<file path="src/hw/sdio_pkg.sv">
// Shared constants and types for the serial video port mode and path control
`default_nettype none
package sdio_pkg;
    localparam int ADDR_W = 4;
    localparam int DATA_W = 32;
    localparam logic [ADDR_W-1:0] OFF_CTRL = 4'h0;
    localparam logic [ADDR_W-1:0] OFF_STATUS = 4'h4;
    localparam logic [ADDR_W-1:0] OFF_INT_STATUS = 4'h8;
    localparam logic [ADDR_W-1:0] OFF_INT_MASK = 4'hC;
    localparam int CTRL_LOCK_CD_BIT = 0;
    localparam int CTRL_SPLITTER_BIT = 1;
    localparam logic [1:0] CTRL_RESET = 2'h0;
    localparam int NUM_EVENTS = 3;
    localparam int EV_CARRIER_UP = 0;
    localparam int EV_CARRIER_DOWN = 1;
    localparam int EV_MODE_CHANGE = 2;
    localparam logic [NUM_EVENTS-1:0] INT_MASK_RESET = 3'h0;
    localparam logic [1:0] RESP_OKAY = 2'h0;
    localparam logic [1:0] RESP_SLVERR = 2'h2;
    localparam int SYNC_W = 11;
    localparam logic [SYNC_W-1:0] SYNC_RESET = 11'h000;

    typedef enum logic [1:0] {
        LVL_L,
        LVL_R,
        LVL_F,
        LVL_H
    } sdio_level_t;

    typedef struct packed {
        logic splitter_mode;
        logic lock_shows_carrier;
    } sdio_ctrl_t;

    typedef struct packed {
        logic line_eq_en;
        logic host_eq_en;
        logic line_drv_en;
        logic aux_out_en;
        logic host_out_en;
        logic splitter_en;
        logic carrier_det_en;
    } sdio_path_t;

    localparam sdio_path_t PATH_OFF = '{default: 1'b0};
endpackage : sdio_pkg
`default_nettype wire

</file>
<file path="src/hw/sdio_sync.sv">
// Three-stage pin synchroniser; output follows once stages two and three agree
`default_nettype none
module sdio_sync (
    input wire logic aclk,
    input wire logic aresetn,
    input wire logic [sdio_pkg::SYNC_W-1:0] pin_in,
    output logic [sdio_pkg::SYNC_W-1:0] pin_out,
    output logic settled
);
    import sdio_pkg::*;

    logic [SYNC_W-1:0] stage1;
    logic [SYNC_W-1:0] stage2;
    logic [SYNC_W-1:0] stage3;

    always_ff @(posedge aclk) begin
        if (!aresetn) begin
            stage1 <= SYNC_RESET;
            stage2 <= SYNC_RESET;
            stage3 <= SYNC_RESET;
        end else begin
            stage1 <= pin_in;
            stage2 <= stage1;
            stage3 <= stage2;
        end
    end

    // Per bit, a change counts only when the two later stages agree
    genvar i;
    generate
        for (i = 0; i < SYNC_W; i++) begin : g_bit
            always_ff @(posedge aclk) begin
                if (!aresetn) begin
                    pin_out[i] <= 1'b0;
                end else if (stage2[i] == stage3[i]) begin
                    pin_out[i] <= stage3[i];
                end
            end
        end
    endgenerate

    // Pipeline filled with real pin values, first output then valid
    logic [1:0] fill;
    always_ff @(posedge aclk) begin
        if (!aresetn) begin
            fill <= 2'h0;
            settled <= 1'b0;
        end else begin
            if (fill != 2'h3) begin
                fill <= fill + 2'h1;
            end
            settled <= (fill == 2'h3);
        end
    end
endmodule : sdio_sync
`default_nettype wire

</file>
<file path="src/hw/sdio_ctrl.sv">
// Mode, path, power and carrier-detect control with AXI4-Lite registers
//
// Function
// - Direction low: line-input mode, line input used, host output on, line driver off.
// - Direction high: line-drive mode, host input driven to line, aux allowed, line EQ off.
// - Any direction change after power-up resets the recovery loop.
// - Line-input: host select ignored; loop-through low adds reclocked aux copy.
// - Line-drive: loop-through low enables aux driver; host select low enables loop-back.
// - Carrier detector watches the selected input; normal operation while above threshold.
// - No signal enters power save; returning signal leaves it automatically.
// - Enable low forces power-down regardless of direction, inputs ignored.
// - Power save keeps carrier detector and serial interface running.
// - Power-down keeps only the serial interface; detector off.
// - Carrier status readable; optionally shown on lock pin.
// - Line-input mode offers register-selected reduced launch amplitude setting.
// - Line-input mode enables line equalizer, powers down host-input equalizer.
// - Each select pin decodes to L, R, F or H from three comparators.
//
// Added by the designer: the address map and the AXI4-Lite register port.
`default_nettype none
module sdio_ctrl (
    input wire logic aclk,
    input wire logic aresetn,
    // AXI4-Lite slave
    input wire logic [sdio_pkg::ADDR_W-1:0] s_axi_awaddr,
    input wire logic s_axi_awvalid,
    output logic s_axi_awready,
    input wire logic [sdio_pkg::DATA_W-1:0] s_axi_wdata,
    input wire logic [3:0] s_axi_wstrb,
    input wire logic s_axi_wvalid,
    output logic s_axi_wready,
    output logic [1:0] s_axi_bresp,
    output logic s_axi_bvalid,
    input wire logic s_axi_bready,
    input wire logic [sdio_pkg::ADDR_W-1:0] s_axi_araddr,
    input wire logic s_axi_arvalid,
    output logic s_axi_arready,
    output logic [sdio_pkg::DATA_W-1:0] s_axi_rdata,
    output logic [1:0] s_axi_rresp,
    output logic s_axi_rvalid,
    input wire logic s_axi_rready,
    // Pins: comparator outputs at 0.2, 0.5, 0.8 of supply, bit 0 lowest
    input wire logic [2:0] direction_select,
    input wire logic [2:0] host_output_select,
    input wire logic [2:0] loopthru_output_select,
    input wire logic enable_pin,
    input wire logic line_port_carrier,
    input wire logic host_input_carrier,
    // Control outputs
    output sdio_pkg::sdio_path_t path,
    output logic line_drive_mode,
    output logic cdr_reset,
    output logic power_save,
    output logic power_down,
    output logic carrier_present_flag_n,
    output logic irq
);
    import sdio_pkg::*;

    // Thermometer code from the three comparators to a level
    function automatic sdio_level_t decode_level(input logic [2:0] cmp);
        return cmp[2] ? LVL_H : (cmp[1] ? LVL_F : (cmp[0] ? LVL_R : LVL_L));
    endfunction : decode_level

    // Float reads high, so an open pin keeps the outputs disabled
    function automatic logic level_high(input sdio_level_t lvl);
        return (lvl == LVL_H) || (lvl == LVL_F);
    endfunction : level_high

    function automatic logic reg_mapped(input logic [ADDR_W-1:0] addr);
        return (addr == OFF_CTRL) || (addr == OFF_STATUS) || (addr == OFF_INT_STATUS) || (addr == OFF_INT_MASK);
    endfunction : reg_mapped

    // ---------------- Pin synchronisation ----------------
    logic [SYNC_W-1:0] pins_sync;
    logic pins_settled;

    sdio_sync u_sync (
        .aclk(aclk),
        .aresetn(aresetn),
        .pin_in({direction_select, host_output_select, loopthru_output_select,
            enable_pin, line_port_carrier}),
        .pin_out(pins_sync),
        .settled(pins_settled)
    );

    logic host_carrier_sync;
    logic [2:0] host_carrier_pipe;

    // Same three-stage filter for the second detector
    always_ff @(posedge aclk) begin
        if (!aresetn) begin
            host_carrier_pipe <= 3'h0;
            host_carrier_sync <= 1'b0;
        end else begin
            host_carrier_pipe <= {host_carrier_pipe[1:0], host_input_carrier};
            if (host_carrier_pipe[1] == host_carrier_pipe[2]) begin
                host_carrier_sync <= host_carrier_pipe[2];
            end
        end
    end

    sdio_level_t dir_level;
    sdio_level_t host_sel_level;
    sdio_level_t loop_sel_level;
    logic enabled;
    logic line_carrier_sync;

    always_comb begin
        dir_level = decode_level(pins_sync[10:8]);
        host_sel_level = decode_level(pins_sync[7:5]);
        loop_sel_level = decode_level(pins_sync[4:2]);
        enabled = pins_sync[1];
        line_carrier_sync = pins_sync[0];
    end

    // ---------------- Mode and recovery reset ----------------
    logic dir_high;
    logic dir_prev;
    logic dir_primed;
    logic mode_changed;
    logic mode_next;

    assign dir_high = level_high(dir_level);
    assign mode_next = pins_settled ? dir_high : line_drive_mode;
    assign mode_changed = dir_primed && (dir_high != dir_prev);

    // Strapped level taken as baseline; only later changes reset the loop
    always_ff @(posedge aclk) begin
        if (!aresetn) begin
            dir_prev <= 1'b0;
            dir_primed <= 1'b0;
            cdr_reset <= 1'b0;
        end else begin
            if (pins_settled) begin
                dir_prev <= dir_high;
                dir_primed <= 1'b1;
            end
            cdr_reset <= mode_changed;
        end
    end

    always_ff @(posedge aclk) begin
        if (!aresetn) begin
            line_drive_mode <= 1'b0;
        end else if (pins_settled) begin
            line_drive_mode <= dir_high;
        end
    end

    // ---------------- Carrier detect and power state ----------------
    logic carrier;
    logic carrier_prev;

    // Detector off in power-down, so carrier reads absent there
    always_comb begin
        carrier = 1'b0;
        if (pins_settled && enabled) begin
            carrier = mode_next ? host_carrier_sync : line_carrier_sync;
        end
    end

    always_ff @(posedge aclk) begin
        if (!aresetn) begin
            power_down <= 1'b1;
            power_save <= 1'b0;
            carrier_prev <= 1'b0;
        end else begin
            power_down <= !(pins_settled && enabled);
            power_save <= pins_settled && enabled && !carrier;
            carrier_prev <= carrier;
        end
    end

    // ---------------- Data path enables ----------------
    sdio_ctrl_t ctrl;
    sdio_path_t next_path;
    logic active;

    assign active = pins_settled && enabled && carrier;

    always_comb begin
        next_path = PATH_OFF;
        // Detector stays up in power save, drops in power-down
        next_path.carrier_det_en = pins_settled && enabled;
        if (active) begin
            if (!mode_next) begin
                next_path.line_eq_en = 1'b1;
                next_path.host_eq_en = 1'b0;
                next_path.line_drv_en = 1'b0;
                next_path.host_out_en = 1'b1;
                next_path.aux_out_en = !level_high(loop_sel_level);
                next_path.splitter_en = ctrl.splitter_mode;
            end else begin
                next_path.line_eq_en = 1'b0;
                next_path.host_eq_en = 1'b1;
                next_path.line_drv_en = 1'b1;
                next_path.aux_out_en = !level_high(loop_sel_level);
                next_path.host_out_en = !level_high(host_sel_level);
            end
        end
    end

    always_ff @(posedge aclk) begin
        if (!aresetn) begin
            path <= PATH_OFF;
        end else begin
            path <= next_path;
        end
    end

    always_ff @(posedge aclk) begin
        if (!aresetn) begin
            carrier_present_flag_n <= 1'b1;
        end else begin
            // Pin idles high unless software routes carrier status to it
            carrier_present_flag_n <= !(ctrl.lock_shows_carrier && carrier);
        end
    end

    // ---------------- Interrupts ----------------
    logic [NUM_EVENTS-1:0] int_status;
    logic [NUM_EVENTS-1:0] int_mask;
    logic [NUM_EVENTS-1:0] events;
    logic [NUM_EVENTS-1:0] w1c;

    always_comb begin
        events = '0;
        events[EV_CARRIER_UP] = carrier && !carrier_prev;
        events[EV_CARRIER_DOWN] = !carrier && carrier_prev;
        events[EV_MODE_CHANGE] = mode_changed;
    end

    // ---------------- AXI4-Lite write ----------------
    logic aw_held;
    logic w_held;
    logic [ADDR_W-1:0] aw_addr;
    logic [DATA_W-1:0] w_data;
    logic [3:0] w_strb;
    logic do_write;

    assign do_write = aw_held && w_held && !s_axi_bvalid;

    always_ff @(posedge aclk) begin
        if (!aresetn) begin
            aw_held <= 1'b0;
            aw_addr <= '0;
            s_axi_awready <= 1'b0;
        end else begin
            s_axi_awready <= !aw_held && !(s_axi_awvalid && s_axi_awready);
            if (s_axi_awvalid && s_axi_awready) begin
                aw_held <= 1'b1;
                aw_addr <= s_axi_awaddr;
            end else if (do_write) begin
                aw_held <= 1'b0;
            end
        end
    end

    always_ff @(posedge aclk) begin
        if (!aresetn) begin
            w_held <= 1'b0;
            w_data <= '0;
            w_strb <= 4'h0;
            s_axi_wready <= 1'b0;
        end else begin
            s_axi_wready <= !w_held && !(s_axi_wvalid && s_axi_wready);
            if (s_axi_wvalid && s_axi_wready) begin
                w_held <= 1'b1;
                w_data <= s_axi_wdata;
                w_strb <= s_axi_wstrb;
            end else if (do_write) begin
                w_held <= 1'b0;
            end
        end
    end

    always_ff @(posedge aclk) begin
        if (!aresetn) begin
            s_axi_bvalid <= 1'b0;
            s_axi_bresp <= RESP_OKAY;
        end else if (do_write) begin
            s_axi_bvalid <= 1'b1;
            s_axi_bresp <= reg_mapped(aw_addr) ? RESP_OKAY : RESP_SLVERR;
        end else if (s_axi_bready) begin
            s_axi_bvalid <= 1'b0;
        end
    end

    // Only byte lane 0 carries register bits
    always_ff @(posedge aclk) begin
        if (!aresetn) begin
            ctrl <= CTRL_RESET;
            int_mask <= INT_MASK_RESET;
        end else if (do_write && w_strb[0]) begin
            if (aw_addr == OFF_CTRL) begin
                ctrl.lock_shows_carrier <= w_data[CTRL_LOCK_CD_BIT];
                ctrl.splitter_mode <= w_data[CTRL_SPLITTER_BIT];
            end
            if (aw_addr == OFF_INT_MASK) begin
                int_mask <= w_data[NUM_EVENTS-1:0];
            end
        end
    end

    assign w1c = (do_write && w_strb[0] && aw_addr == OFF_INT_STATUS) ? w_data[NUM_EVENTS-1:0] : '0;

    // New event wins over a same-cycle clear
    always_ff @(posedge aclk) begin
        if (!aresetn) begin
            int_status <= '0;
        end else begin
            int_status <= (int_status & ~w1c) | events;
        end
    end

    always_ff @(posedge aclk) begin
        if (!aresetn) begin
            irq <= 1'b0;
        end else begin
            irq <= |(int_status & int_mask);
        end
    end

    // ---------------- AXI4-Lite read ----------------
    logic [DATA_W-1:0] next_rdata;

    always_comb begin
        next_rdata = '0;
        unique case (s_axi_araddr)
            OFF_CTRL: begin
                next_rdata[CTRL_LOCK_CD_BIT] = ctrl.lock_shows_carrier;
                next_rdata[CTRL_SPLITTER_BIT] = ctrl.splitter_mode;
            end
            OFF_STATUS: begin
                next_rdata[0] = carrier;
                next_rdata[1] = line_drive_mode;
                next_rdata[2] = power_save;
                next_rdata[3] = power_down;
                next_rdata[5:4] = dir_level;
                next_rdata[7:6] = host_sel_level;
                next_rdata[9:8] = loop_sel_level;
            end
            OFF_INT_STATUS: next_rdata[NUM_EVENTS-1:0] = int_status;
            OFF_INT_MASK: next_rdata[NUM_EVENTS-1:0] = int_mask;
            default: next_rdata = '0;
        endcase
    end

    always_ff @(posedge aclk) begin
        if (!aresetn) begin
            s_axi_arready <= 1'b0;
            s_axi_rvalid <= 1'b0;
            s_axi_rdata <= '0;
            s_axi_rresp <= RESP_OKAY;
        end else begin
            s_axi_arready <= !s_axi_rvalid && !(s_axi_arvalid && s_axi_arready);
            if (s_axi_arvalid && s_axi_arready) begin
                s_axi_rvalid <= 1'b1;
                s_axi_rdata <= next_rdata;
                s_axi_rresp <= reg_mapped(s_axi_araddr) ? RESP_OKAY : RESP_SLVERR;
            end else if (s_axi_rready) begin
                s_axi_rvalid <= 1'b0;
            end
        end
    end
endmodule : sdio_ctrl
`default_nettype wire

</file>
<file path="config.mk">
export PLATFORM = sky130hd
export DESIGN_NAME = sdio_ctrl
export DESIGN_NICKNAME = d
export VERILOG_FILES = /design/src/hw/sdio_pkg.sv /design/src/hw/sdio_sync.sv /design/src/hw/sdio_ctrl.sv
export SDC_FILE = /design/constraint.sdc
export NUM_CORES = 1
export LEC_CHECK = 0
export BUFFER_PORTS_ARGS = -buffer_cell sky130_fd_sc_hd__buf_2
export CAP_MARGIN = 40
export CORE_MARGIN = 3
export CORE_UTILIZATION = 45
export CTS_CLUSTER_DIAMETER = 50
export DETAILED_ROUTE_END_ITERATION = 16
export GPL_TIMING_DRIVEN = 1
export MAX_ROUTING_LAYER = met4
export PLACE_DENSITY = 0.75
export SYNTH_ARGS = -nofsm -noshare
export SYNTH_HDL_FRONTEND = slang
export SYNTH_SLANG_ARGS = --single-unit
</file>
<file path="constraint.sdc">
create_clock -name aclk -period 1.5 [get_ports aclk]
set_clock_uncertainty 0.05 [all_clocks]
set_input_delay 0.075 -clock aclk [delete_from_list [all_inputs] [get_ports aclk]]
set_output_delay 0.075 -clock aclk [all_outputs]
set_load 0.05 [all_outputs]
</file>
==> Yosys cells after proc, flatten, opt, wreduce, memory -nomap -nowiden <==
Cells that the tools add are included.
{ "word_totals": {"out_inout_bits": 54, "reg_bits": 104} }
{ "op_classes": {"bitwise": 6, "eq_ne": 27, "reduce_logical": 50, "add_sub_neg": 1, "muxes": 26} }
{ "ops": {"columns": ["operator", "count"], "rows": [
  ["logical AND 1 bit", 17],
  ["== test 4 bit (second input constant)", 4],
  ["two-way mux 2 bit", 8],
  ["== test 2 bit (second input constant)", 7],
  ["logical NOT 1 bit", 13],
  ["two-way mux 1 bit", 13],
  ["== test 1 bit", 12],
  ["logical OR 1 bit", 9],
  ["== test 4 x 3 -> 1 bit (second input constant)", 2],
  ["logical NOT 4 bit", 2],
  ["case mux 2 bit (4 select lines)", 1],
  ["nonzero test 2 bit", 4],
  ["two-way mux 7 bit", 1],
  ["AND 3 bit", 2],
  ["AND reduction 2 bit", 3],
  ["OR reduction 3 bit", 2],
  ["two-way mux 5 bit", 1],
  ["two-way mux 3 bit", 1],
  ["inverter 3 bit", 1],
  ["OR 3 bit", 1],
  ["case mux 1 bit (3 select lines)", 1],
  ["adder 2 x 1 -> 2 bit (second input constant)", 1],
  ["!= test 2 bit (second input constant)", 1],
  ["inverter 1 bit", 2],
  ["!= test 1 bit", 1]
]} }

==> Logic depth before layout (Yosys ltp) <==
{ "logic_depth": {"word_depth": 11, "depth_mapped": 6, "mapped_depth_nobuf": 5} }

==> Cells and area by module <==
From an unflattened synthesis, not the netlist that was laid out.
{ "hier_totals": {"hier_cells": 346, "hier_area_um2": 3651.0} }
{ "by_module_without_submodules": {"columns": ["module", "area_each_um2", "instances", "cells_per_inst"], "rows": [
  ["sdio_ctrl", 2200.9, 1, 221],
  ["sdio_sync", 1450.1, 1, 125]
]} }

==> Worst setup path after synthesis <==
No wires, ideal clock.
{ "synth_timing": {"path_type": "register to register", "start": "register s_axi_bvalid", "end": "register int_status[0]", "n_path_buf": 1, "synth_period_minus_slack_ps": 1717, "setup_slack_ps": -217, "arrival_ps": 1549, "setup_time_ps": 117, "path_stages_with_launch": 6, "path_cell_list": "dfxtp_1 -> and3b_1 -> buf_6 -> nand3_4 -> or3b_1 -> a32o_1"} }
{ "synth_between": {"elab_chain_cells": 8} }
{ "synth_rtl": {"columns": ["item", "line_no", "text"], "rows": [
  ["start: declaration", "sdio_ctrl.sv:33", "output logic s_axi_bvalid,"],
  ["start signal: assignment", "sdio_ctrl.sv:280", "s_axi_bvalid <= 1'b0;"],
  ["start signal: assignment", "sdio_ctrl.sv:283", "s_axi_bvalid <= 1'b1;"],
  ["start signal: assignment", "sdio_ctrl.sv:286", "s_axi_bvalid <= 1'b0;"],
  ["logical NOT 1 bit", "sdio_ctrl.sv:242", "assign do_write = aw_held && w_held && !s_axi_bvalid;"],
  ["logical AND 1 bit", "sdio_ctrl.sv:242", null],
  ["logical AND 1 bit (2 in series)", "sdio_ctrl.sv:306", "assign w1c = (do_write && w_strb[0] && aw_addr == OFF_INT_STATUS) ? w_data[NUM_EVENTS-1:0] : '0;"],
  ["two-way mux 3 bit", "sdio_ctrl.sv:306", null],
  ["inverter 3 bit", "sdio_ctrl.sv:313", "int_status <= (int_status & ~w1c) | events;"],
  ["AND 3 bit", "sdio_ctrl.sv:313", null],
  ["OR 3 bit", "sdio_ctrl.sv:313", null],
  ["end signal: assignment", "sdio_ctrl.sv:313", null],
  ["end: declaration", "sdio_ctrl.sv:222", "logic [NUM_EVENTS-1:0] int_status;"]
]} }
No other way between the ends.
A chain may end at the register's enable or synchronous reset.

==> Final worst setup path <==
{ "layout_timing": {"start": "register u_sync.pin_out[10] (netlist bit)", "end": "register int_status[0]"} }
{ "layout_between": {"elab_chain_cells": 8, "elab_cells_between_ends": 9} }
{ "layout_rtl": {"columns": ["item", "line_no", "text"], "rows": [
  ["start: declaration", "sdio_sync.sv:7", "output logic [sdio_pkg::SYNC_W-1:0] pin_out,"],
  ["start signal: indexed assignment", "sdio_sync.sv:36", "pin_out[i] <= stage3[i];"],
  ["two-way mux 2 bit *", "sdio_ctrl.sv:62", "return cmp[2] ? LVL_H : (cmp[1] ? LVL_F : (cmp[0] ? LVL_R : LVL_L));"],
  ["== test 2 bit", "sdio_ctrl.sv:67", "return (lvl == LVL_H) || (lvl == LVL_F);"],
  ["logical OR 1 bit *", "sdio_ctrl.sv:67", null],
  ["two-way mux 1 bit *", null, null],
  ["two-way mux 1 bit *", "sdio_ctrl.sv:159", "carrier = mode_next ? host_carrier_sync : line_carrier_sync;"],
  ["two-way mux 1 bit *", "sdio_ctrl.sv:158", "if (pins_settled && enabled) begin"],
  ["logical AND 1 bit *", "sdio_ctrl.sv:229", "events[EV_CARRIER_UP] = carrier && !carrier_prev;"],
  ["OR 3 bit *", "sdio_ctrl.sv:313", null]
]} }
Every way passes the cells marked *; elsewhere a longest branch is shown, timed or not.

==> results.yml <==
status:
  outcome: "finished, final reports clean"
global_routing:
  grt_overflow: 0
  grt_pass1_wl_mm: 10.7
  grt_use_total: 0.159
  grt_pass1_vias: 2369
  antenna_found_initial: 0
  grt_max_degree: 37
setup_path:
  slowest_delay_ns: 0.38
  cp_slowest_cell: "or3b_1"
  crit_type: "reg2reg"
  worstPathArrival_ns: 1.64
  start_kind: "register"
  path_cells: "or3b_1 > nand3b_1 > a21oi_2 > buf_4 > a32o_1"
  required_ns: 1.70
  worstSetupEndpointType: "register"
  cp_max_fo: 4
  r2r_cells: 5
sta:
  rsz0062_at_grt: "true"
  finalCriticalPeriod_ns: 1.44
  fmax_mhz: 693
  finalHoldViolations: 0
  finalSetupViolations: 0
  drv_slew: 0
  layout_setup_ws_ns: 0.0580
  whs_ns: 0.00699
  min_period_over_period: 0.961
  fin_tns_setup_ns: 0
floorplan:
  die-area_um2: 8890
  start_util: 0.474
  core-area_um2: 7410
  die_h_um: 94.3
  fp-row-count: 31
  die_w_um: 94.3
  num_io_pins: 117
drt:
  drt_iter0_markers: 95
  drc_errors: 0
  dr_wl_met2_mm: 3.13
  topRoutingLayerUsed: "met4"
  viasPerCell: 4.61
  drt-total-wl_mm: 6.56
  wl_met1_mm: 2.93
  dr.pass1.iters: 4
  met3RoutedLength_um: 364
  route.antenna.remaining_nets: 0
  wl_per_cell_um: 11.7
  vias: 2584
hold_path:
  hold_class: "in2reg"
  hold_depth: 3
clock_network:
  cts_tree: "built"
  clockRootBuffer: "clkbuf_8"
  cts_sinks: 101
  cts_max_path_buffers: 2
  cts_htree_levels: 3
  clock_latency_ns: 0.35
  clk_pin_slew_ns: 0.09
  cts_buffers: 9
place:
  port_buffers: 60
  place_ws_ns: -0.0125
  dp_hpwl_mm: 4.41
  globalplace.congestion: 0.786
cells_and_area:
  antennaDiodeCount: 0
  drive_gt1_frac: 0.234
  areaGrowthSynthToFinish_pct: 26.1
  fin_nets: 521
logic_synthesis:
  synthXorXnorAreaFrac: 0.00499
  synthesis.area_um2: 3510
  synth_fa_ha_area_frac: 0.00357
  ys.warnings.count: 0
  ys_seq_area_frac: 0.576
  synth_compound_gate_area_share: 0.107
  ys_async_sr_fraction: 0
  synth_top_family_by_area: "simple AND/OR/NAND/NOR gates"
  synthSimpleGateAreaFrac: 0.195
  synth_edf_count: 0
  synth_cell_types: 42
  synth_cells: 355
  synth_seq_cells: 101
  syn_avg_cell_area_um2: 9.88
  synth_ff_type: "dfxtp_1"
  yosys-mux-area-fraction: 0.0328
pwr:
  total_power_mw: 5.06
  max-vdd-ir-drop_v: 0.000506
  p_leak_nw: 1.86
  cellPowerDensity_nw_per_um2: 1140
flow_run:
  cap_viol_max_count: 0
repair_timing:
item / CTS / global route
pin swaps: 1 / 7
hold endpoints to repair: 22 / 0
hold buffers: 30 / 0
setup endpoints to repair: 2 / 7
resized for setup: 2 / 9
setup buffers: 0 / 3
synthesized netlist by cell type (all sizes together) (2+ instances only):
cell / count / area [um2]
dfxtp: 101 / 2020
and2: 39 / 244
nand2: 34 / 128
a21oi: 30 / 154
buf: 30 / 218
nor2: 25 / 93.8
o21ai: 24 / 120
nand3: 12 / 72.6
inv: 10 / 37.5
mux2i: 7 / 70.1
clkbuf: 6 / 22.5
and3: 4 / 25.0
nor3b: 3 / 33.8
or3b: 3 / 26.3
a22o: 2 / 17.5
a32o: 2 / 20.0
mux2: 2 / 22.5
nor2b: 2 / 12.5
nor3: 2 / 15.0
o21a: 2 / 15.0
registers in the layout (all words and copies together) (netlist names), 2 cells and up:
name / flops
u_sync.stage3: 11
int_status: 3
host_carrier_pipe: 3
ctrl: 2
u_sync.pin_out: 11
s_axi_rdata: 10
aw_addr: 4
path: 6
w_data: 3
u_sync.fill: 2
int_mask: 3
u_sync.stage1: 11
u_sync.stage2: 11
cell type report:
| class | instances | area [um2] |
|---|---|---|
| inverters | 10 | 37.5 |
| clock buffers | 12 | 155 |
| well taps | 99 | 124 |
| repair buffers | 104 | 706 |
| flip-flops and latches | 101 | 2040 |
| clock inverters | 4 | 55.1 |
| fillers | 637 | 2990 |
| multi-input cells | 231 | 1310 |
cells by family (layout without fill, tap and decap cells):
| kind of cell | Yosys count | count (layout) |
|---|---|---|
| XOR/XNOR | 2 | 2 |
| flip-flops | 101 | 101 |
| AND/OR/NAND/NOR | 128 | 128 |
| other | 1 | 24 |
| multiplexers | 10 | 10 |
| adder cells (fa/ha/maj) | 1 | 1 |
| AO/OA/AOI/OAI | 66 | 66 |
| buffers and inverters | 46 | 130 |
metal layers:
metal / vias to the layer above / GRT usage
met5: - / -
met2: 60 / 0.253
met4: 0 / 0.0626
li1: 1335 / -
met1: 1177 / 0.190
met3: 12 / 0.0449
path summary, 6_finish.rpt:
check / startpoint / endpoint / slack [ns]
worst max-delay path: u_sync.pin_out[10] / int_status[0] / 0.06
worst min-delay path: s_axi_arvalid / s_axi_rvalid / 0.007
worst max register to register: u_sync.pin_out[10] / int_status[0] / 0.06
worst min register to register: ctrl[0] / carrier_present_flag_n / 0.37
through the flow:
stage / cell area [um2] / cells / util
after floorplan: 3600 / 378 / -
after global placement: 3870 / 512 / 0.522
after detailed placement: 3870 / 512 / 0.522
after CTS: 4380 / 558 / 0.591
after global routing: 4420 / 561 / 0.597
final: 4420 / 561 / 0.597
placed cells by master (no fill, tap or decap), types with 6 or more instances in the layout:
| cell | n |
|---|---|
| and2_1 | 39 |
| dfxtp_1 | 93 |
| mux2i_1 | 7 |
| nor2_1 | 25 |
| nand2_1 | 34 |
| dlygate4sd3_1 | 30 |
| buf_2 | 60 |
| a21oi_1 | 29 |
| inv_1 | 10 |
| nand3_1 | 11 |
| clkbuf_8 | 11 |
| buf_4 | 14 |
| dfxtp_2 | 6 |
| conb_1 | 24 |
| o21ai_0 | 24 |
report_power, final:
| group | switching (mW) | internal [mW] |
|---|---|---|
| registers | 0.0546 | 2.76 |
| clock network | 0.887 | 0.872 |
| logic | 0.312 | 0.172 |
critical path, delay by kind of cell, from the launching register on:
family | cells | cell delay, ns
AND/OR/NAND/NOR | 2 | 0.50
flip-flops | 1 | 0.36
AO/OA/AOI/OAI | 2 | 0.26
buffers and inverters | 1 | 0.16
No activity file was read; power rests on OpenSTA's default activity.
